==> src/rtl/ttis_params.svh <==
// constants for the time tag and interrupt status register block
`ifndef TTIS_PARAMS_SVH
`define TTIS_PARAMS_SVH
// register offsets (printed offsets are register indices)
`define TTIS_OFF_CTRL_WORD   4'h4
`define TTIS_OFF_TIME_TAG    4'h5
`define TTIS_OFF_INT_STAT1   4'h6
`define TTIS_OFF_START_RST   4'h3
`define TTIS_OFF_CFG1        4'h1
`define TTIS_OFF_CFG2        4'h2
`define TTIS_OFF_CFG3        4'h7
`define TTIS_OFF_CFG7        4'h8
`define TTIS_OFF_MASK1       4'h9
`define TTIS_OFF_INT_STAT2   4'hA
`define TTIS_OFF_MASK2       4'hB
// start/reset bits
`define TTIS_SR_SW_RESET     0
`define TTIS_SR_INT_RESET    2
`define TTIS_SR_TT_RESET     3
`define TTIS_SR_TT_STEP      4
// configuration 2, 3 and 7 bits
`define TTIS_CFG2_ENH_INT    15
`define TTIS_CFG2_RES_HI     9
`define TTIS_CFG2_RES_LO     7
`define TTIS_CFG2_SYNC_CLR   6
`define TTIS_CFG2_SYNC_LOAD  5
`define TTIS_CFG2_AUTOCLR    4
`define TTIS_CFG3_ENH_MODE   15
`define TTIS_CFG7_ENH_SYNC   2
// configuration 1 mode field and controller mode code
`define TTIS_CFG1_MODE_HI    15
`define TTIS_CFG1_MODE_LO    14
`define TTIS_MODE_BC         2'h0
// status bit positions
`define TTIS_ST_MASTER       15
`define TTIS_ST_TT_ROLL      6
// resolution codes
`define TTIS_RES_TEST        3'h6
`define TTIS_RES_EXT         3'h7
// timing
`define TTIS_CLK_MHZ         100
`define TTIS_BASE_US         2
`define TTIS_BASE_CYC        (`TTIS_BASE_US * `TTIS_CLK_MHZ)
`define TTIS_RESET_WORD      16'h0000
`endif

==> src/rtl/ttis_pkg.sv <==
// types for the time tag and interrupt status register block
package ttis_pkg;
	typedef struct packed {
		logic [15:0] ctrl_word;
		logic [15:0] time_tag;
		logic [15:0] stat1;
		logic [15:0] stat2;
		logic [15:0] cfg1;
		logic [15:0] cfg2;
		logic [15:0] cfg3;
		logic [15:0] cfg7;
		logic [15:0] mask1;
		logic [15:0] mask2;
		logic [7:0]  presc;
		logic [5:0]  div;
		logic [15:0] rdata;
		logic        irq;
		logic [15:0] sync_word;
		logic [2:0]  ext_sync;
	} ttis_state_s;
endpackage

==> src/rtl/ttis_regs.sv <==
// time tag counter and interrupt status register bank
// ==========================================================
//
// Decided for this implementation: the address-and-strobe port.
`timescale 1ns/1ns
`include "ttis_params.svh"

module ttis_regs #(
	parameter int BASE_CYC = `TTIS_BASE_CYC
) (
	input  wire logic        REF_CLK,
	input  wire logic        RESET_N,
	input  wire logic [3:0]  ADDR,
	input  wire logic [15:0] WDATA,
	input  wire logic        WR,
	input  wire logic        RD,
	output logic      [15:0] RDATA,
	input  wire logic        TAG_CLK,
	input  wire logic        SYNC_NODATA,
	input  wire logic        SYNC_DATA,
	input  wire logic [15:0] SYNC_WORD_IN,
	input  wire logic        FRAME_BUSY,
	input  wire logic [14:0] EVENTS1,
	input  wire logic [14:1] EVENTS2,
	output logic             IRQ,
	output logic      [15:0] SYNC_WORD_OUT,
	output logic             SYNC_LOAD_EN,
	output logic             RETRY_ENABLE,
	output logic             BUS_CHANNEL_B,
	output logic             OFFLINE_SELF_TEST,
	output logic             BROADCAST_MASK,
	output logic             END_OF_MESSAGE_INT,
	output logic             REV_B_SELECT,
	output logic             MODE_CODE_FORMAT,
	output logic             BROADCAST_FORMAT,
	output logic             TERM_TO_TERM_FORMAT,
	output logic      [5:0]  STATUS_MASK_BITS,
	output logic             RX_DOUBLE_BUFFER,
	output logic      [4:0]  TX_GROUP,
	output logic      [4:0]  RX_GROUP,
	output logic      [4:0]  BROADCAST_GROUP
);
	ttis_pkg::ttis_state_s r;
	ttis_pkg::ttis_state_s next_r;

	// ==========================================================
	// input synchronisers
	logic [1:0] tag_sync;
	logic       tag_prev;
	always_ff @(posedge REF_CLK or negedge RESET_N) begin
		if (!RESET_N) begin
			tag_sync <= 2'h0;
			tag_prev <= 1'b0;
		end else begin
			tag_sync <= {tag_sync[0], TAG_CLK};
			tag_prev <= tag_sync[1];
		end
	end

	// ==========================================================
	// decode helpers
	logic        wr_sr, sw_rst, rd_s1, rd_s2;
	logic        enh_mode, enh_int, tick, tt_wrap;
	logic [2:0]  res;
	logic [5:0]  div_top;
	logic [14:0] ev1_set;
	logic [14:1] ev2_set;
	logic        inc;

	always_comb begin
		wr_sr    = WR && ADDR == `TTIS_OFF_START_RST;
		sw_rst   = wr_sr && WDATA[`TTIS_SR_SW_RESET];
		rd_s1    = RD && ADDR == `TTIS_OFF_INT_STAT1;
		rd_s2    = RD && ADDR == `TTIS_OFF_INT_STAT2;
		enh_mode = r.cfg3[`TTIS_CFG3_ENH_MODE];
		enh_int  = enh_mode && r.cfg2[`TTIS_CFG2_ENH_INT];
		res      = r.cfg2[`TTIS_CFG2_RES_HI:`TTIS_CFG2_RES_LO];
		// 2us periods per LSB: 32,16,8,4,2,1
		div_top  = 6'(6'h20 >> res);
		tick     = r.presc == 8'(BASE_CYC - 1);
		inc      = 1'b0;
		unique case (res)
			`TTIS_RES_TEST: inc = wr_sr && WDATA[`TTIS_SR_TT_STEP];
			`TTIS_RES_EXT:  inc = tag_sync[1] && !tag_prev;
			default:        inc = tick && r.div == div_top - 6'h01;
		endcase
		tt_wrap = inc && r.time_tag == 16'hFFFF;
		// enhanced interrupts: status regardless of mask
		if (enh_int) begin
			ev1_set = EVENTS1;
			ev2_set = EVENTS2;
		end else if (enh_mode) begin
			ev1_set = {7'h00, EVENTS1[7:0] & r.mask1[7:0]};
			ev2_set = 14'h0000;
		end else begin
			ev1_set = {7'h00, EVENTS1[7:0] & r.mask1[7:0]};
			ev2_set = 14'h0000;
		end
		ev1_set[`TTIS_ST_TT_ROLL] = ev1_set[`TTIS_ST_TT_ROLL]
			| (tt_wrap & (enh_int | r.mask1[`TTIS_ST_TT_ROLL]));
	end

	// ==========================================================
	// next state
	always_comb begin
		next_r = r;
		next_r.presc = tick ? 8'h00 : r.presc + 8'h01;
		if (tick)
			next_r.div = (r.div >= div_top - 6'h01) ? 6'h00 : r.div + 6'h01;
		if (inc)
			next_r.time_tag = r.time_tag + 16'h0001;
		if (SYNC_DATA && r.cfg2[`TTIS_CFG2_SYNC_LOAD]
			&& !(r.cfg7[`TTIS_CFG7_ENH_SYNC] && SYNC_WORD_IN[0]))
			next_r.time_tag = SYNC_WORD_IN;
		if (SYNC_NODATA && r.cfg2[`TTIS_CFG2_SYNC_CLR])
			next_r.time_tag = `TTIS_RESET_WORD;
		// register writes
		if (WR) begin
			unique case (ADDR)
				`TTIS_OFF_CTRL_WORD:
					if (r.cfg1[`TTIS_CFG1_MODE_HI:`TTIS_CFG1_MODE_LO] == `TTIS_MODE_BC
						&& !FRAME_BUSY)
						next_r.ctrl_word = WDATA;
				`TTIS_OFF_TIME_TAG: next_r.time_tag = WDATA;
				`TTIS_OFF_CFG1:     next_r.cfg1 = WDATA;
				`TTIS_OFF_CFG2:     next_r.cfg2 = WDATA;
				`TTIS_OFF_CFG3:     next_r.cfg3 = WDATA;
				`TTIS_OFF_CFG7:     next_r.cfg7 = WDATA;
				`TTIS_OFF_MASK1:    next_r.mask1 = WDATA;
				`TTIS_OFF_MASK2:    next_r.mask2 = WDATA;
				default: ;
			endcase
		end
		if (wr_sr && WDATA[`TTIS_SR_TT_RESET])
			next_r.time_tag = `TTIS_RESET_WORD;
		// status: clears first, then sets win
		if ((wr_sr && WDATA[`TTIS_SR_INT_RESET])) begin
			next_r.stat1 = 16'h0000;
			next_r.stat2 = 16'h0000;
		end
		if (rd_s1 && r.cfg2[`TTIS_CFG2_AUTOCLR])
			next_r.stat1 = 16'h0000;
		if (rd_s2 && r.cfg2[`TTIS_CFG2_AUTOCLR])
			next_r.stat2 = 16'h0000;
		next_r.stat1[14:0] = next_r.stat1[14:0] | ev1_set;
		next_r.stat2[14:1] = next_r.stat2[14:1] | ev2_set;
		// request only from mask-enabled bits
		next_r.irq = enh_mode
			? (|(next_r.stat1[14:0] & r.mask1[14:0]) | |(next_r.stat2[14:1] & r.mask2[14:1]))
			: |(next_r.stat1[7:0] & r.mask1[7:0]);
		next_r.stat1[`TTIS_ST_MASTER] = enh_int && next_r.irq;
		// read port
		unique case (ADDR)
			`TTIS_OFF_CTRL_WORD: next_r.rdata = r.ctrl_word;
			`TTIS_OFF_TIME_TAG:  next_r.rdata = r.time_tag;
			`TTIS_OFF_INT_STAT1: next_r.rdata = r.stat1;
			`TTIS_OFF_INT_STAT2: next_r.rdata = r.stat2;
			`TTIS_OFF_CFG1:      next_r.rdata = r.cfg1;
			`TTIS_OFF_CFG2:      next_r.rdata = r.cfg2;
			`TTIS_OFF_CFG3:      next_r.rdata = r.cfg3;
			`TTIS_OFF_CFG7:      next_r.rdata = r.cfg7;
			`TTIS_OFF_MASK1:     next_r.rdata = r.mask1;
			`TTIS_OFF_MASK2:     next_r.rdata = r.mask2;
			default:             next_r.rdata = 16'h0000;
		endcase
		if (!RD)
			next_r.rdata = 16'h0000;
		next_r.sync_word = r.time_tag;
		next_r.ext_sync = {r.cfg2[`TTIS_CFG2_SYNC_LOAD], 2'h0};
		if (sw_rst) begin
			next_r = '0;
		end
	end

	always_ff @(posedge REF_CLK or negedge RESET_N) begin
		if (!RESET_N)
			r <= '0;
		else
			r <= next_r;
	end

	// ==========================================================
	// outputs, all from flip-flops
	always_comb begin
		RDATA               = r.rdata;
		IRQ                 = r.irq;
		SYNC_WORD_OUT       = r.sync_word;
		SYNC_LOAD_EN        = r.ext_sync[2];
		STATUS_MASK_BITS    = r.ctrl_word[14:9];
		RETRY_ENABLE        = r.ctrl_word[8];
		BUS_CHANNEL_B       = r.ctrl_word[7];
		OFFLINE_SELF_TEST   = r.ctrl_word[6];
		BROADCAST_MASK      = r.ctrl_word[5];
		END_OF_MESSAGE_INT  = r.ctrl_word[4];
		REV_B_SELECT        = r.ctrl_word[3];
		MODE_CODE_FORMAT    = r.ctrl_word[2];
		BROADCAST_FORMAT    = r.ctrl_word[1];
		TERM_TO_TERM_FORMAT = r.ctrl_word[0];
		RX_DOUBLE_BUFFER    = r.ctrl_word[15];
		TX_GROUP            = r.ctrl_word[14:10];
		RX_GROUP            = r.ctrl_word[9:5];
		BROADCAST_GROUP     = r.ctrl_word[4:0];
	end

	// ==========================================================
	// checks
	tt_clear_a: assert property (@(posedge REF_CLK) disable iff (!RESET_N)
		wr_sr && WDATA[`TTIS_SR_TT_RESET] && !sw_rst |=> r.time_tag == 16'h0000)
		else $error("time tag not cleared");

	tt_step_a: assert property (@(posedge REF_CLK) disable iff (!RESET_N)
		res == `TTIS_RES_TEST && !wr_sr && !WR && !SYNC_DATA && !SYNC_NODATA
		|=> r.time_tag == $past(r.time_tag))
		else $error("time tag moved in test mode");

	tt_test_inc_a: assert property (@(posedge REF_CLK) disable iff (!RESET_N)
		res == `TTIS_RES_TEST && wr_sr && WDATA == 16'h0010
		|=> r.time_tag == $past(r.time_tag) + 16'h0001)
		else $error("test step missed");

	sync_clr_a: assert property (@(posedge REF_CLK) disable iff (!RESET_N)
		SYNC_NODATA && r.cfg2[`TTIS_CFG2_SYNC_CLR] && !WR |=> r.time_tag == 16'h0000)
		else $error("sync clear missed");

	sync_enh_a: assert property (@(posedge REF_CLK) disable iff (!RESET_N)
		SYNC_DATA && r.cfg7[`TTIS_CFG7_ENH_SYNC] && SYNC_WORD_IN[0] && !WR && !SYNC_NODATA
		|=> r.time_tag != SYNC_WORD_IN || $past(r.time_tag) + 16'h0001 == r.time_tag
			|| $past(r.time_tag) == r.time_tag)
		else $error("odd sync word loaded");

	int_reset_a: assert property (@(posedge REF_CLK) disable iff (!RESET_N)
		wr_sr && WDATA[`TTIS_SR_INT_RESET] && EVENTS1 == 15'h0000 && EVENTS2 == 14'h0000
		&& !inc |=> r.stat1[14:0] == 15'h0000 && r.stat2 == 16'h0000)
		else $error("interrupt reset missed");

	non_enh_a: assert property (@(posedge REF_CLK) disable iff (!RESET_N)
		!enh_mode && r.stat1[14:8] == 7'h00 && !WR |=> r.stat1[14:8] == 7'h00)
		else $error("upper status set in normal mode");

	mask_gate_a: assert property (@(posedge REF_CLK) disable iff (!RESET_N)
		!enh_mode && EVENTS1[0] && r.mask1[0] && !sw_rst |=> r.stat1[0])
		else $error("enabled event lost");

	irq_mask_a: assert property (@(posedge REF_CLK) disable iff (!RESET_N)
		r.mask1 == 16'h0000 && r.mask2 == 16'h0000 |=> !IRQ)
		else $error("request without mask");

	ctrl_lock_a: assert property (@(posedge REF_CLK) disable iff (!RESET_N)
		WR && ADDR == `TTIS_OFF_CTRL_WORD && FRAME_BUSY && !sw_rst
		|=> r.ctrl_word == $past(r.ctrl_word))
		else $error("control word written while busy");

	ctrl_write_a: assert property (@(posedge REF_CLK) disable iff (!RESET_N)
		WR && ADDR == `TTIS_OFF_CTRL_WORD && !FRAME_BUSY
		&& r.cfg1[`TTIS_CFG1_MODE_HI:`TTIS_CFG1_MODE_LO] == `TTIS_MODE_BC
		|=> r.ctrl_word == $past(WDATA))
		else $error("idle control word write lost");

	ctrl_mode_a: assert property (@(posedge REF_CLK) disable iff (!RESET_N)
		WR && ADDR == `TTIS_OFF_CTRL_WORD
		&& r.cfg1[`TTIS_CFG1_MODE_HI:`TTIS_CFG1_MODE_LO] != `TTIS_MODE_BC
		|=> r.ctrl_word == $past(r.ctrl_word))
		else $error("control word written outside controller mode");

	// ==========================================================
	// time tag checks
	sw_reset_a: assert property (@(posedge REF_CLK) disable iff (!RESET_N)
		sw_rst |=> r.time_tag == 16'h0000 && r.stat1 == 16'h0000 && !IRQ)
		else $error("software reset missed");

	tag_inc_a: assert property (@(posedge REF_CLK) disable iff (!RESET_N)
		inc && !WR && !SYNC_DATA && !SYNC_NODATA
		|=> r.time_tag == $past(r.time_tag) + 16'h0001)
		else $error("time tag step lost");

	tag_idle_a: assert property (@(posedge REF_CLK) disable iff (!RESET_N)
		!inc && !WR && !SYNC_DATA && !SYNC_NODATA
		|=> r.time_tag == $past(r.time_tag))
		else $error("time tag moved without a step");

	wrap_zero_a: assert property (@(posedge REF_CLK) disable iff (!RESET_N)
		tt_wrap && !WR && !SYNC_DATA && !SYNC_NODATA |=> r.time_tag == 16'h0000)
		else $error("time tag did not wrap to zero");

	wrap_flag_a: assert property (@(posedge REF_CLK) disable iff (!RESET_N)
		tt_wrap && r.mask1[`TTIS_ST_TT_ROLL] && !WR |=> r.stat1[`TTIS_ST_TT_ROLL])
		else $error("rollover status not set");

	sync_load_a: assert property (@(posedge REF_CLK) disable iff (!RESET_N)
		SYNC_DATA && r.cfg2[`TTIS_CFG2_SYNC_LOAD] && !r.cfg7[`TTIS_CFG7_ENH_SYNC]
		&& !SYNC_NODATA && !WR |=> r.time_tag == $past(SYNC_WORD_IN))
		else $error("sync word not loaded");

	sync_even_a: assert property (@(posedge REF_CLK) disable iff (!RESET_N)
		SYNC_DATA && r.cfg2[`TTIS_CFG2_SYNC_LOAD] && r.cfg7[`TTIS_CFG7_ENH_SYNC]
		&& !SYNC_WORD_IN[0] && !SYNC_NODATA && !WR |=> r.time_tag == $past(SYNC_WORD_IN))
		else $error("even sync word not loaded");

	sync_out_a: assert property (@(posedge REF_CLK) disable iff (!RESET_N)
		!sw_rst |=> SYNC_WORD_OUT == $past(r.time_tag))
		else $error("sent sync word not the time tag");

	sync_en_a: assert property (@(posedge REF_CLK) disable iff (!RESET_N)
		!sw_rst |=> SYNC_LOAD_EN == $past(r.cfg2[`TTIS_CFG2_SYNC_LOAD]))
		else $error("sync send enable wrong");

	tag_read_a: assert property (@(posedge REF_CLK) disable iff (!RESET_N)
		RD && !WR && ADDR == `TTIS_OFF_TIME_TAG |=> RDATA == $past(r.time_tag))
		else $error("time tag read wrong");

	// ==========================================================
	// status checks
	stat_read_a: assert property (@(posedge REF_CLK) disable iff (!RESET_N)
		RD && !WR && ADDR == `TTIS_OFF_INT_STAT1 |=> RDATA == $past(r.stat1))
		else $error("status read wrong");

	autoclr_a: assert property (@(posedge REF_CLK) disable iff (!RESET_N)
		rd_s1 && r.cfg2[`TTIS_CFG2_AUTOCLR] && EVENTS1 == 15'h0000 && !inc && !WR
		|=> r.stat1[14:0] == 15'h0000)
		else $error("status not cleared on read");

	autoclr_keep_a: assert property (@(posedge REF_CLK) disable iff (!RESET_N)
		rd_s1 && r.cfg2[`TTIS_CFG2_AUTOCLR] && !WR
		|=> (r.stat2[14:1] & $past(r.stat2[14:1])) == $past(r.stat2[14:1]))
		else $error("other status cleared by read");

	enh_set_a: assert property (@(posedge REF_CLK) disable iff (!RESET_N)
		enh_int && !WR |=> (r.stat1[14:0] & $past(EVENTS1)) == $past(EVENTS1))
		else $error("polled event lost");

	enh_set2_a: assert property (@(posedge REF_CLK) disable iff (!RESET_N)
		enh_int && !WR |=> (r.stat2[14:1] & $past(EVENTS2)) == $past(EVENTS2))
		else $error("second status event lost");

	stat2_quiet_a: assert property (@(posedge REF_CLK) disable iff (!RESET_N)
		!enh_int && r.stat2 == 16'h0000 && !WR |=> r.stat2 == 16'h0000)
		else $error("second status set without enhanced interrupts");

	mask_block_a: assert property (@(posedge REF_CLK) disable iff (!RESET_N)
		!enh_mode && !r.mask1[1] && !r.stat1[1] && !WR |=> !r.stat1[1])
		else $error("masked event set status");

	irq_level_a: assert property (@(posedge REF_CLK) disable iff (!RESET_N)
		!enh_mode && !WR |=> IRQ == |(r.stat1[7:0] & r.mask1[7:0]))
		else $error("request does not follow masked status");

	master_a: assert property (@(posedge REF_CLK) disable iff (!RESET_N)
		!sw_rst |=> r.stat1[`TTIS_ST_MASTER] == ($past(enh_int) && IRQ))
		else $error("master bit wrong");
endmodule // ttis_regs

==> config.mk <==
export PLATFORM = sky130hd
export DESIGN_NAME = ttis_regs
export DESIGN_NICKNAME = d
export VERILOG_FILES = /design/src/rtl/ttis_pkg.sv /design/src/rtl/ttis_regs.sv
export VERILOG_INCLUDE_DIRS = /design/src /design/src/rtl
export SDC_FILE = /design/constraint.sdc
export NUM_CORES = 1
export LEC_CHECK = 0
export BUFFER_PORTS_ARGS = -buffer_cell sky130_fd_sc_hd__buf_2
export CAP_MARGIN = 20
export CORE_MARGIN = 5
export CORE_UTILIZATION = 30
export CTS_BUF_LIST = sky130_fd_sc_hd__clkbuf_2
export CTS_CLUSTER_DIAMETER = 100
export CTS_CLUSTER_SIZE = 8
export DETAILED_ROUTE_END_ITERATION = 7
export PLACE_DENSITY_LB_ADDON = 0.25
export REMOVE_ABC_BUFFERS = 1
export SYNTH_ARGS = -nofsm -noshare
export SYNTH_HDL_FRONTEND = slang
export SYNTH_SLANG_ARGS = --single-unit
==> constraint.sdc <==
create_clock -name REF_CLK -period 2.7 [get_ports REF_CLK]
set_input_delay 0.54 -clock REF_CLK [delete_from_list [all_inputs] [get_ports REF_CLK]]
set_output_delay 0.54 -clock REF_CLK [all_outputs]
set_load 0.01 [all_outputs]
Word-level counts from Yosys, hierarchy flattened. Index checks and enable logic that the tools add are counted.

Bits in registers: 213. Input port bits: 73. Output and inout port bits: 65. Logic and storage cells: 123.

$add $sub $neg: 4. Order comparisons: 1. Eq/ne operators: 16. Shift operators: 1. Mux-type cells: 28. Bitwise gates (word level): 10. Reduce and logical (&&, ||, !) cells: 44.

Operators with widths (number): $mux W16 (15); $mux W210 (1); $pmux W16 S10 (1); $mux W96 (1); $mux W32 (1); $mux W31 (1); $mux W15 (2); $reduce_bool A2 Y1 (10); $logic_and A1 B1 Y1 (19); $add A16 B1 Y16 const B (1); $and A8 B8 Y8 (2); $eq A16 B16 Y1 const B (1); $eq A4 B3 Y1 const B (4); $eq A4 B4 Y1 const B (4); $and A15 B15 Y15 (1); $or A15 B15 Y15 (1); $reduce_or A15 Y1 (1); $and A14 B14 Y14 (1); $mux W14 (1); $or A14 B14 Y14 (1); $reduce_or A14 Y1 (1); $mux W6 (2); $reduce_and A2 Y1 (6); $add A8 B1 Y8 const B (1); other kinds (19) (25).

Logic depth before layout (Yosys ltp). Gate-level depths: netlist of run 1.

Word-level depth: 15. Mapped depth: 12. Mapped depth without buffers: 10.

Least setup slack after synthesis of run 1. No wires, ideal clock.

Kind: flip-flop to flip-flop. From: register r[122] (netlist bit). To: register r[182] (netlist bit). Library setup time: 83 ps. Data arrival time: 2506 ps. Data required time: 2617 ps. Path slack: 111 ps. Cell stages (with the launch flop): 13. Buffers on the path: 2. Clock period less this slack: 2589 ps. Cells stage by stage: dfrtp_1 > clkbuf_1 > inv_1 > ha_1 > xnor2_1 > ha_1 > nand3_1 > nor4_4 > a41o_1 > buf_4 > nand4_1 > xor2_1 > o21ai_0.

RTL lines: start: declaration (line ttis_regs.sv:43) `ttis_pkg::ttis_state_s r;`; start signal: assignment (line ttis_regs.sv:179) `r <= next_r;`.

==> metrics.yaml, run 1 <==
route:
  routed_wl_um: 34600
  drc: 0
  firstDrtPassIters: 6
  vias: 8349
  ant_nets: 0
  post_drt_wl_per_cell_um: 21.5
  first_iter_violations: 792
  via_per_inst: 5.19
clock_tree:
  htree_levels: 1
  clk_pin_slew_ns: 0.16
  cts_tree: "yes"
  clock_sinks: 209
  cts_max_path_buffers: 3
  cts_buffers: 30
  cts-root-buf: "clkbuf_2"
  clkLatencyLatePin_ns: 0.85
yosys:
  synth_cells: 991
  synth-edff-count: 0
  synth_top_area_share_pct: 52.7
  ys_ff_latch: 209
  seq_area_frac_synth_pct: 52.7
  yosys_warnings: 0
  yosys-top-cells-area: "dfrtp_1, o21ai_0, nand2_1, a22oi_1, buf_4"
  syn_area_mm2: 0.00992
  async_flop_share_pct: 100
  syn_avg_cell_area_um2: 10.0
  yosys.area.top_type: "dfrtp_1"
  synth_ff_type: "dfrtp_1"
  synth.distinct_cells: 58
run_status:
  outcome: "finished, final reports clean"
timing:
  fin_crit_ns: 2.52
  period_share_pct: 93.3
  setup_viol: 0
  max_slew_margin_pct: 48.7
  worst_slew_pin_slew_ns: 0.765
  hold_viol: 0
  rsz0062_at_grt: "true"
  maxClockFrequency_mhz: 397
  layout_setup_ws_ns: 0.180
  slew_violations: 0
  fin_setup_tns_ns: 0
  skew_ns: 0.0536
critical_path:
  rr_endpoint: "r[191]"
  worst-path-buf-inv: 1
  rrSetupSlack_ns: 0.18
  cpPeakStageDelay_ns: 0.49
  worstSetupStartpointType: "flip-flop"
  cpMaxStageDelayCell: "dfrtp_1"
  cpLargestDelayFamily: "simple AND/OR/NAND/NOR gates"
  crit_end: "r[191]"
  r2r-start: "r[123]"
  cp.depth: 10
  ff2ff_path_depth: 10
  crit_arrival_ns: 3.28
  worstPathCellList: "ha_1 > xnor2_1 > ha_1 > nand3_1 > nor4_4 > buf_4 > a41oi_4 > nor3_1 > xnor2_1 > a31oi_1"
  critPathCaptureType: "flip-flop"
  worst-path-max-fanout: 9
  path_class: "flip-flop to flip-flop"
  critPathRequiredTime_ns: 3.46
  cp-startpoint: "r[123]"
floorplanning:
  start_util_pct: 30.4
  io_pins: 138
  placementRows: 66
  core_mm2: 0.0326
  dieArea_mm2: 0.0368
  die_width_um: 192
  dieHeight_um: 192
power:
  p_leak_nw: 5.39
  power.internal_mw: 5.17
  combPwrFrac_pct: 24.5
  p_seq_share_pct: 58.4
  switching_share_pct: 36.9
  p_sw_mw: 3.02
  finalPower_mw: 8.20
  power_density_mw_per_mm2: 695
  ir_drop_v: 0.000381
  p_clk_share_pct: 17.1
global_routing:
  first_global_vias: 8324
  grt_overflow_total: 0
  grt_usage_pct: 18.5
  grt_max_degree: 61
  grt_antenna_before_repair: 4
  grt_pass1_wl_um: 51900
finish:
  drive_above_1_share_pct: 21.9
  stdcell_count: 1608
  area_delta_synth_final_pct: 18.8
  final_cell_mix: "dfrtp_1, nand2_1, buf_2"
  mostFrequentLayoutCell: "dfrtp_1"
  nNetsFinal: 1247
  final_util_pct: 36.1
place:
  placedCellCount: 1512
  gp_congestion: 0.857
  post-place-ws_ns: 0.0204
  numPortBuffers: 137
  dp.final_hpwl_um: 25000
job:
  drv_cap: 0
worst_hold_path:
  hp-class: "input pin to flip-flop"
==> Yosys cell counts, types with 4 or more instances <==
cell      number
a21o_1         5
a21oi_1       16
a221oi_1      30
a222oi_1       6
a22o_1        32
a22oi_1       72
a31oi_1       17
and2_1        20
and3_1         7
buf_2         13
buf_4         55
clkbuf_1      38
dfrtp_1      209
ha_1          12
inv_1          6
nand2_1      156
nand2b_1       7
nand3_1       22
nand4_1        6
nor2_1        38
nor3_1         8
nor3b_1        4
o21ai_0      134
o21ai_1        9
o21ai_2        4
xnor2_1       11
xor2_1        12
==> power by group through the flow <==
stage          clock [mW]  sequential [mW]  combinational, mW
6_report             1.40             4.78               2.01
5_1_grt              1.60             4.87               2.28
4_1_cts              1.47             4.76               2.02
3_5_place_dp            0             4.83               1.94
3_3_place_gp            0             4.81               1.91
2_1_floorplan           0             4.59               1.11
==> cells by family (layout without fill, tap and decap cells) <==
logic type	count (synthesis)	after routing	synth area share (%)
flops	209	209	52.7
simple gates	291	291	13.9
fa+ha+maj	12	12	1.51
compound gates	340	340	23.0
buf+inv	116	288	6.86
xor+xnor	23	23	2.03
other cells	0	3	0
==> metrics by stage <==
stage / hold slack [ns] / instance area [µm²]
6_report: 0.0727 / 11800
3_3_place_gp: 0.356 / 11000
3_5_place_dp: 0.362 / 11000
4_1_cts: 0.0208 / 11800
2_1_floorplan: 0.244 / 9260
5_1_grt: 0.0276 / 11800
==> flip-flops by register name (all words and copies together), names as in the netlist <==
| register | flops |
|---|---|
| RETRY_ENABLE | 1 |
| SYNC_LOAD_EN | 1 |
| RDATA | 16 |
| RX_DOUBLE_BUFFER | 1 |
| STATUS_MASK_BITS | 5 |
| tag_sync | 2 |
| IRQ | 1 |
| OFFLINE_SELF_TEST | 1 |
| BROADCAST_GROUP | 4 |
| BUS_CHANNEL_B | 1 |
| enh_mode | 1 |
| RX_GROUP | 1 |
| BROADCAST_FORMAT | 1 |
| r | 155 |
| tag_prev | 1 |
| SYNC_WORD_OUT | 16 |
| BROADCAST_MASK | 1 |
==> metal layers <==
metal | global-route usage (%) | up-vias | wire length (µm)
met5 | 0 | - | 34
met4 | 4.36 | 6 | 864
met3 | 3.96 | 69 | 2740
met2 | 27.5 | 318 | 15000
met1 | 27.6 | 4047 | 16000
li1 | - | 3909 | -
==> cell type report <==
class / instances / area, µm²
diodes: 3 / 7.51
clock buffers: 32 / 160
clock inverters: 1 / 8.76
fillers: 3349 / 20800
inverters: 6 / 22.5
multi-input cells: 666 / 4070
flip-flops and latches: 209 / 5230
well taps: 442 / 553
repair buffers: 249 / 1730
==> worst min path at each step <==
stage                start          endpoint  slack (ns)  cells after the start
2_1_floorplan      RESET_N  BROADCAST_FORMAT        0.24                      0
3_3_place_gp   tag_sync[0]       tag_sync[1]        0.36                      0
3_5_place_dp   tag_sync[0]       tag_sync[1]        0.36                      0
4_1_cts          SYNC_DATA            r[191]        0.02                      3
5_1_grt          SYNC_DATA            r[193]        0.03                      3
6_report         SYNC_DATA            r[191]        0.07                      3
==> timing repair <==
item / in CTS / in global routing
setup buffers: 0 / 1
hold buffers: 59 / 0
resized for setup: 1 / 4
gates cloned: 0 / 0
endpoints found under the hold margin: 148 / 0
pin swaps: 0 / 1
setup endpoints to repair: 1 / 18
==> worst min-delay path, cell delays in order <==
cell	delay (ns)
buf_2	0.12
nand3_2	0.16
a31oi_1	0.10
(Power assumes the default switching activity.)
==> inputs of run 2 (changes only) <==
--- a/config.mk
+++ b/config.mk
@@ -16,2 +16,3 @@
 export DETAILED_ROUTE_END_ITERATION = 7
+export MAX_ROUTING_LAYER = met4
 export PLACE_DENSITY_LB_ADDON = 0.25
--- a/constraint.sdc
+++ b/constraint.sdc
@@ -3,2 +3,2 @@
 set_output_delay 0.54 -clock REF_CLK [all_outputs]
-set_load 0.01 [all_outputs]
+set_load 0.05 [all_outputs]
==> metrics.yaml, run 2 (synthesis gave the netlist of run 1 again) <==
finish:
  nNetsFinal: 1247  # unchanged
  area_delta_synth_final_pct: 18.9  # about the same
  final_cell_mix: "dfrtp_1, nand2_1, buf_2"
  regMostFlops: "r"
  final_util_pct: 36.1  # about the same
  largest_reg_flops: 155  # unchanged
  mostFrequentLayoutCell: "dfrtp_1"
  drive_above_1_share_pct: 21.9  # unchanged
floorplanning:
  dieArea_mm2: 0.0368  # unchanged
  die_width_um: 192  # unchanged
  io_pins: 138  # unchanged
  dieHeight_um: 192  # unchanged
  placementRows: 66  # unchanged
  core_mm2: 0.0326  # unchanged
  start_util_pct: 30.4  # unchanged
clock_tree:
  cts-root-buf: "clkbuf_2"
  htree_levels: 1  # unchanged
  clkLatencyLatePin_ns: 0.86  # about the same
  cts_buffers: 30  # unchanged
  clk_pin_slew_ns: 0.17  # about the same
  cts_tree: "yes"
  cts_max_path_buffers: 3  # unchanged
  clock_sinks: 209  # unchanged
worst_hold_path:
  hp-class: "input pin to flip-flop"
  hold_depth: 3  # unchanged
power:
  power_density_mw_per_mm2: 750  # +7.9%
  ir_drop_v: 0.000497  # +30%
  p_leak_nw: 5.39  # about the same
  combPwrFrac_pct: 30.0  # +5.5 points
  p_seq_share_pct: 54.1  # -4.3 points
  p_clk_share_pct: 15.9  # -1.2 points
  p_sw_mw: 3.67  # +21%
  power.internal_mw: 5.18  # about the same
  switching_share_pct: 41.5  # +4.6 points
critical_path:
  ff2ff_path_depth: 10  # unchanged
  crit_arrival_ns: 3.31  # +0.03 ns
  critPathCaptureType: "flip-flop"
  critPathRequiredTime_ns: 3.48  # +0.02 ns
  worstSetupStartpointType: "flip-flop"
  path_class: "flip-flop to flip-flop"
  worst-path-max-fanout: 9  # unchanged
route:
  ant_nets: 0  # unchanged
  post_drt_wl_per_cell_um: 21.6  # +0.18%
  first_iter_violations: 734  # -7.3%
  firstDrtPassIters: 5  # -1
  via_per_inst: 5.19  # about the same
  routed_wl_um: 34700  # +0.30%
  vias: 8363  # +0.17%
  drc: 0  # unchanged
timing:
  max_slew_margin_pct: 48.2  # -0.53 points
  worst_slew_pin_slew_ns: 0.773  # +0.00793 ns
  setup_viol: 0  # unchanged
  layout_setup_ws_ns: 0.171  # -0.00917 ns
  skew_ns: 0.0682  # +0.0146 ns
  fin_crit_ns: 2.53  # +0.00917 ns
  rsz0062_at_grt: "true"
  slew_violations: 0  # unchanged
  period_share_pct: 93.7  # +0.34 points
  maxClockFrequency_mhz: 395  # -0.36%
  holdWs_ns: 0.0568  # -0.0159 ns
  hold_viol: 0  # unchanged
place:
  numPortBuffers: 137  # unchanged
  gp_congestion: 0.871  # +1.6%
  dp.final_hpwl_um: 25000  # unchanged
  post-place-ws_ns: 0.0204  # unchanged
global_routing:
  grt_usage_pct: 19.0  # +0.54 points
  grt_overflow_total: 0  # unchanged
  grt_pass1_wl_um: 51900  # about the same
  grt_max_degree: 61  # unchanged
  first_global_vias: 8323  # -0.012%
  grt_antenna_before_repair: 4  # unchanged
job:
  drv_cap: 0  # unchanged
run_status:
  outcome: "finished, final reports clean"
[run 2: cell types whose count changed in the layout (fill, tap and decap cells not counted), sizes merged]
cell,delta
diode,+2
[run 2: path summary, 6_finish.rpt]
path                                        to  slack (ns)        start
max                                     r[191]        0.17       r[123]
min                                     r[191]        0.06    SYNC_DATA
max reg2reg                             r[191]        0.17       r[123]
min reg2reg                        tag_sync[1]        0.38  tag_sync[0]
max in group asynchronous  STATUS_MASK_BITS[2]        1.72      RESET_N
min in group asynchronous               r[101]        0.19      RESET_N
[run 2: area by class of cell]
cell class	instances	area, µm²
diodes	5	12.5
clock buffers	32	160
clock inverters	1	8.76
fillers	3347	20800
inverters	6	22.5
multi-input cells	666	4070
flip-flops and latches	209	5230
well taps	442	553
repair buffers	249	1730
[run 2: repair_timing]
| action | in CTS | in global routing |
|---|---|---|
| setup endpoints to repair | 1 | 18 |
| setup buffers | 0 | 1 |
| hold buffers | 59 | 0 |
| pin swaps | 0 | 1 |
| resized for setup | 1 | 4 |
| hold endpoints to repair | 148 | 0 |
[run 2: stage by stage]
| step | power [mW] | cells | instance area [µm²] | TNS [ns] |
|---|---|---|---|---|
| 2_1_floorplan | 6.33 | 881 | 9260 | -1.82 |
| 3_3_place_gp | 7.37 | 1512 | 11000 | 0 |
| 3_5_place_dp | 7.41 | 1512 | 11000 | 0 |
| 4_1_cts | 8.89 | 1604 | 11800 | 0 |
| 5_1_grt | 9.39 | 1609 | 11800 | -0.0224 |
| 6_report | 8.85 | 1610 | 11800 | 0 |
[run 2: power groups by stage]
stage | logic (mW) | registers [mW] | clock network (mW)
after floorplan | 1.12 | 5.22 | 0
after global placement | 2.56 | 4.81 | 0
after detailed placement | 2.59 | 4.83 | 0
after CTS | 2.66 | 4.76 | 1.47
after global routing | 2.92 | 4.87 | 1.60
final | 2.65 | 4.78 | 1.41
[run 2: worst max-delay path, stage by stage (launching register included)]
cell and delay [ns]:
dfrtp_1 0.49, ha_1 0.33, xnor2_1 0.14, ha_1 0.30, nand3_1 0.16, nor4_4 0.27, buf_4 0.16, a41oi_4 0.06
nor3_1 0.30, xnor2_1 0.15, a31oi_1 0.09
[run 2: per-layer routing]
layer | wire length (µm) | share of wire [%] | vias up | global-route usage, %
met3 | 2790 | 8.0 | 66 | 3.91
met4 | 844 | 2.4 | 0 | 4.36
met5 | 0 | 0 | - | -
met2 | 15000 | 43 | 332 | 27.6
met1 | 16100 | 46 | 4059 | 27.5
li1 | - | - | 3906 | -
==> inputs of run 3 (changes only) <==
CTS_BUF_LIST = sky130_fd_sc_hd__clkbuf_4   (was sky130_fd_sc_hd__clkbuf_2)
SKIP_CTS_REPAIR_TIMING = 1   (was unset)
clock period = 3 ns   (was 2.7 ns; I/O delays follow)
==> metrics.yaml, run 3 (synthesis gave the netlist of run 1 again) <==
timing:
  skew_ns: 0.0300  # -0.0382 ns
  rsz0062_at_grt: "false"
  max_slew_margin_pct: 48.9  # +0.71 points
  layout_setup_ws_ns: 0.263  # +0.0925 ns
  maxClockFrequency_mhz: 365  # -7.6%
  hold_viol: 0  # unchanged
  holdWs_ns: 0.128  # +0.0715 ns
  fin_crit_ns: 2.74  # +0.208 ns
  setup_viol: 0  # unchanged
  slew_violations: 0  # unchanged
  period_share_pct: 91.2  # -2.4 points
  worst_slew_pin_slew_ns: 0.763  # -0.0106 ns
critical_path:
  r2r-start: "r[122]"
  crit_end: "r[192]"
  crit_arrival_ns: 3.34  # +0.03 ns
  path_class: "flip-flop to flip-flop"
  rr_endpoint: "r[192]"
  critPathRequiredTime_ns: 3.60  # +0.12 ns
  rrSetupSlack_ns: 0.26  # +0.09 ns
  worstSetupStartpointType: "flip-flop"
  cp-startpoint: "r[122]"
  ff2ff_path_depth: 10  # unchanged
  worst-path-max-fanout: 9  # unchanged
  critPathCaptureType: "flip-flop"
finish:
  drive_above_1_share_pct: 21.7  # -0.25 points
  multi_input_area_mm2: 0.00405  # -0.40%
  nNetsFinal: 1173  # -5.9%
  regMostFlops: "r"
  regArea_mm2: 0.00523  # unchanged
  final_cell_mix: "dfrtp_1, nand2_1, buf_2"
  area_delta_synth_final_pct: 12.3
  num-fill-cells: 3389  # +1.3%
  largest_reg_flops: 155  # unchanged
  mostFrequentLayoutCell: "dfrtp_1"
place:
  numPortBuffers: 137  # unchanged
  post-place-ws_ns: 0.146  # +0.125 ns
  gp_congestion: 0.856  # -1.7%
  dp.final_hpwl_um: 24600  # -1.7%
worst_hold_path:
  min_from: "SYNC_WORD_IN[5]"
  hp-class: "input pin to flip-flop"
floorplanning:
  dieHeight_um: 192  # unchanged
  die_width_um: 192  # unchanged
  start_util_pct: 30.4  # unchanged
  core_mm2: 0.0326  # unchanged
  io_pins: 138  # unchanged
  dieArea_mm2: 0.0368  # unchanged
  placementRows: 66  # unchanged
clock_tree:
  cts_max_path_buffers: 3  # unchanged
  clk_pin_slew_ns: 0.11  # -0.06 ns
  htree_levels: 1  # unchanged
  clkLatencyLatePin_ns: 0.69  # -0.17 ns
  clock_sinks: 209  # unchanged
  cts_tree: "yes"
  cts_buffers: 30  # unchanged
  cts-root-buf: "clkbuf_4"
global_routing:
  grtUsageMet1_pct: 28.3  # +0.71 points
  met2_usage_pct: 26.3  # -1.2 points
  grt_pass1_wl_um: 51500  # -0.84%
  grt_max_degree: 70  # +15%
  gr-max-usage-layer: "met1"
  gr-usage-met3_pct: 4.03  # +0.13 points
  first_global_vias: 7974  # -4.2%
  grt_usage_pct: 19.0  # about the same
  grt_overflow_total: 0  # unchanged
  grt_antenna_before_repair: 5  # +1
route:
  first_iter_violations: 804  # +9.5%
  firstDrtPassIters: 5  # unchanged
  post_drt_wl_per_cell_um: 22.6  # +4.8%
  via_per_inst: 5.34  # +2.9%
  drc: 0  # unchanged
  vias: 8203  # -1.9%
  routed_wl_um: 34700  # -0.10%
  ant_nets: 0  # unchanged
power:
  ir_drop_v: 0.000333  # -33%
  p_leak_nw: 5.09  # -5.7%
  finalPower_mw: 8.06  # -8.9%
  power_density_mw_per_mm2: 723  # -3.6%
run_status:
  outcome: "finished, final reports clean"
job:
  drv_cap: 0  # unchanged
## run 3: cell count changes in the layout (fill, tap and decap cells not counted), sizes merged
| cell | change |
|---|---|
| dlygate4sd3 | -57 |
| diode | -1 |
| buf | -17 |
## run 3: layout make-up
| class | instances | area share, % |
|---|---|---|
| Sequential cell | 209 | 46.9 |
| Multi-Input combinational cell | 666 | 36.4 |
| Timing Repair Buffer | 175 | 9.19 |
| Tap cell | 442 | 4.96 |
| Clock buffer | 32 | 2.16 |
| Inverter | 6 | 0.202 |
| Antenna cell | 4 | 0.0898 |
| Clock inverter | 1 | 0.0786 |
## run 3: per-stage QoR
step / util, % / instance area [µm²] / TNS [ns] / cells
2_1_floorplan: - / 9260 / -0.210 / 881
3_3_place_gp: 33.3 / 10900 / 0 / 1496
3_5_place_dp: 33.3 / 10900 / 0 / 1496
4_1_cts: 34.0 / 11100 / 0 / 1529
5_1_grt: 34.2 / 11100 / 0 / 1535
6_report: 34.2 / 11100 / 0 / 1535
## run 3: critical path: stages, from the launching register on
cell and delay (ns):
dfrtp_1 0.52, inv_1 0.13, ha_1 0.34, xnor2_1 0.14, ha_1 0.30, nand3_1 0.16
nor4_4 0.32, a41o_2 0.29, nand4_1 0.14, xor2_1 0.16, o21ai_0 0.15
## run 3: worst min-delay path by stage
stage,end,cells past startpoint
floorplan,BROADCAST_FORMAT,0
global placement,tag_sync[1],0
detailed placement,tag_sync[1],0
CTS,RDATA[2],1
global route,r[183],3
finish,r[183],3
## run 3: layer usage
layer	vias up	wire [µm]
met4	0	904
li1	3752	-
met2	331	14500
met3	59	2660
met1	4061	16600
met5	-	0
## run 3: power breakdown
part           switching (mW)  internal, mW
clock network           0.995         0.489
registers               0.742          3.53
logic                    1.52         0.779
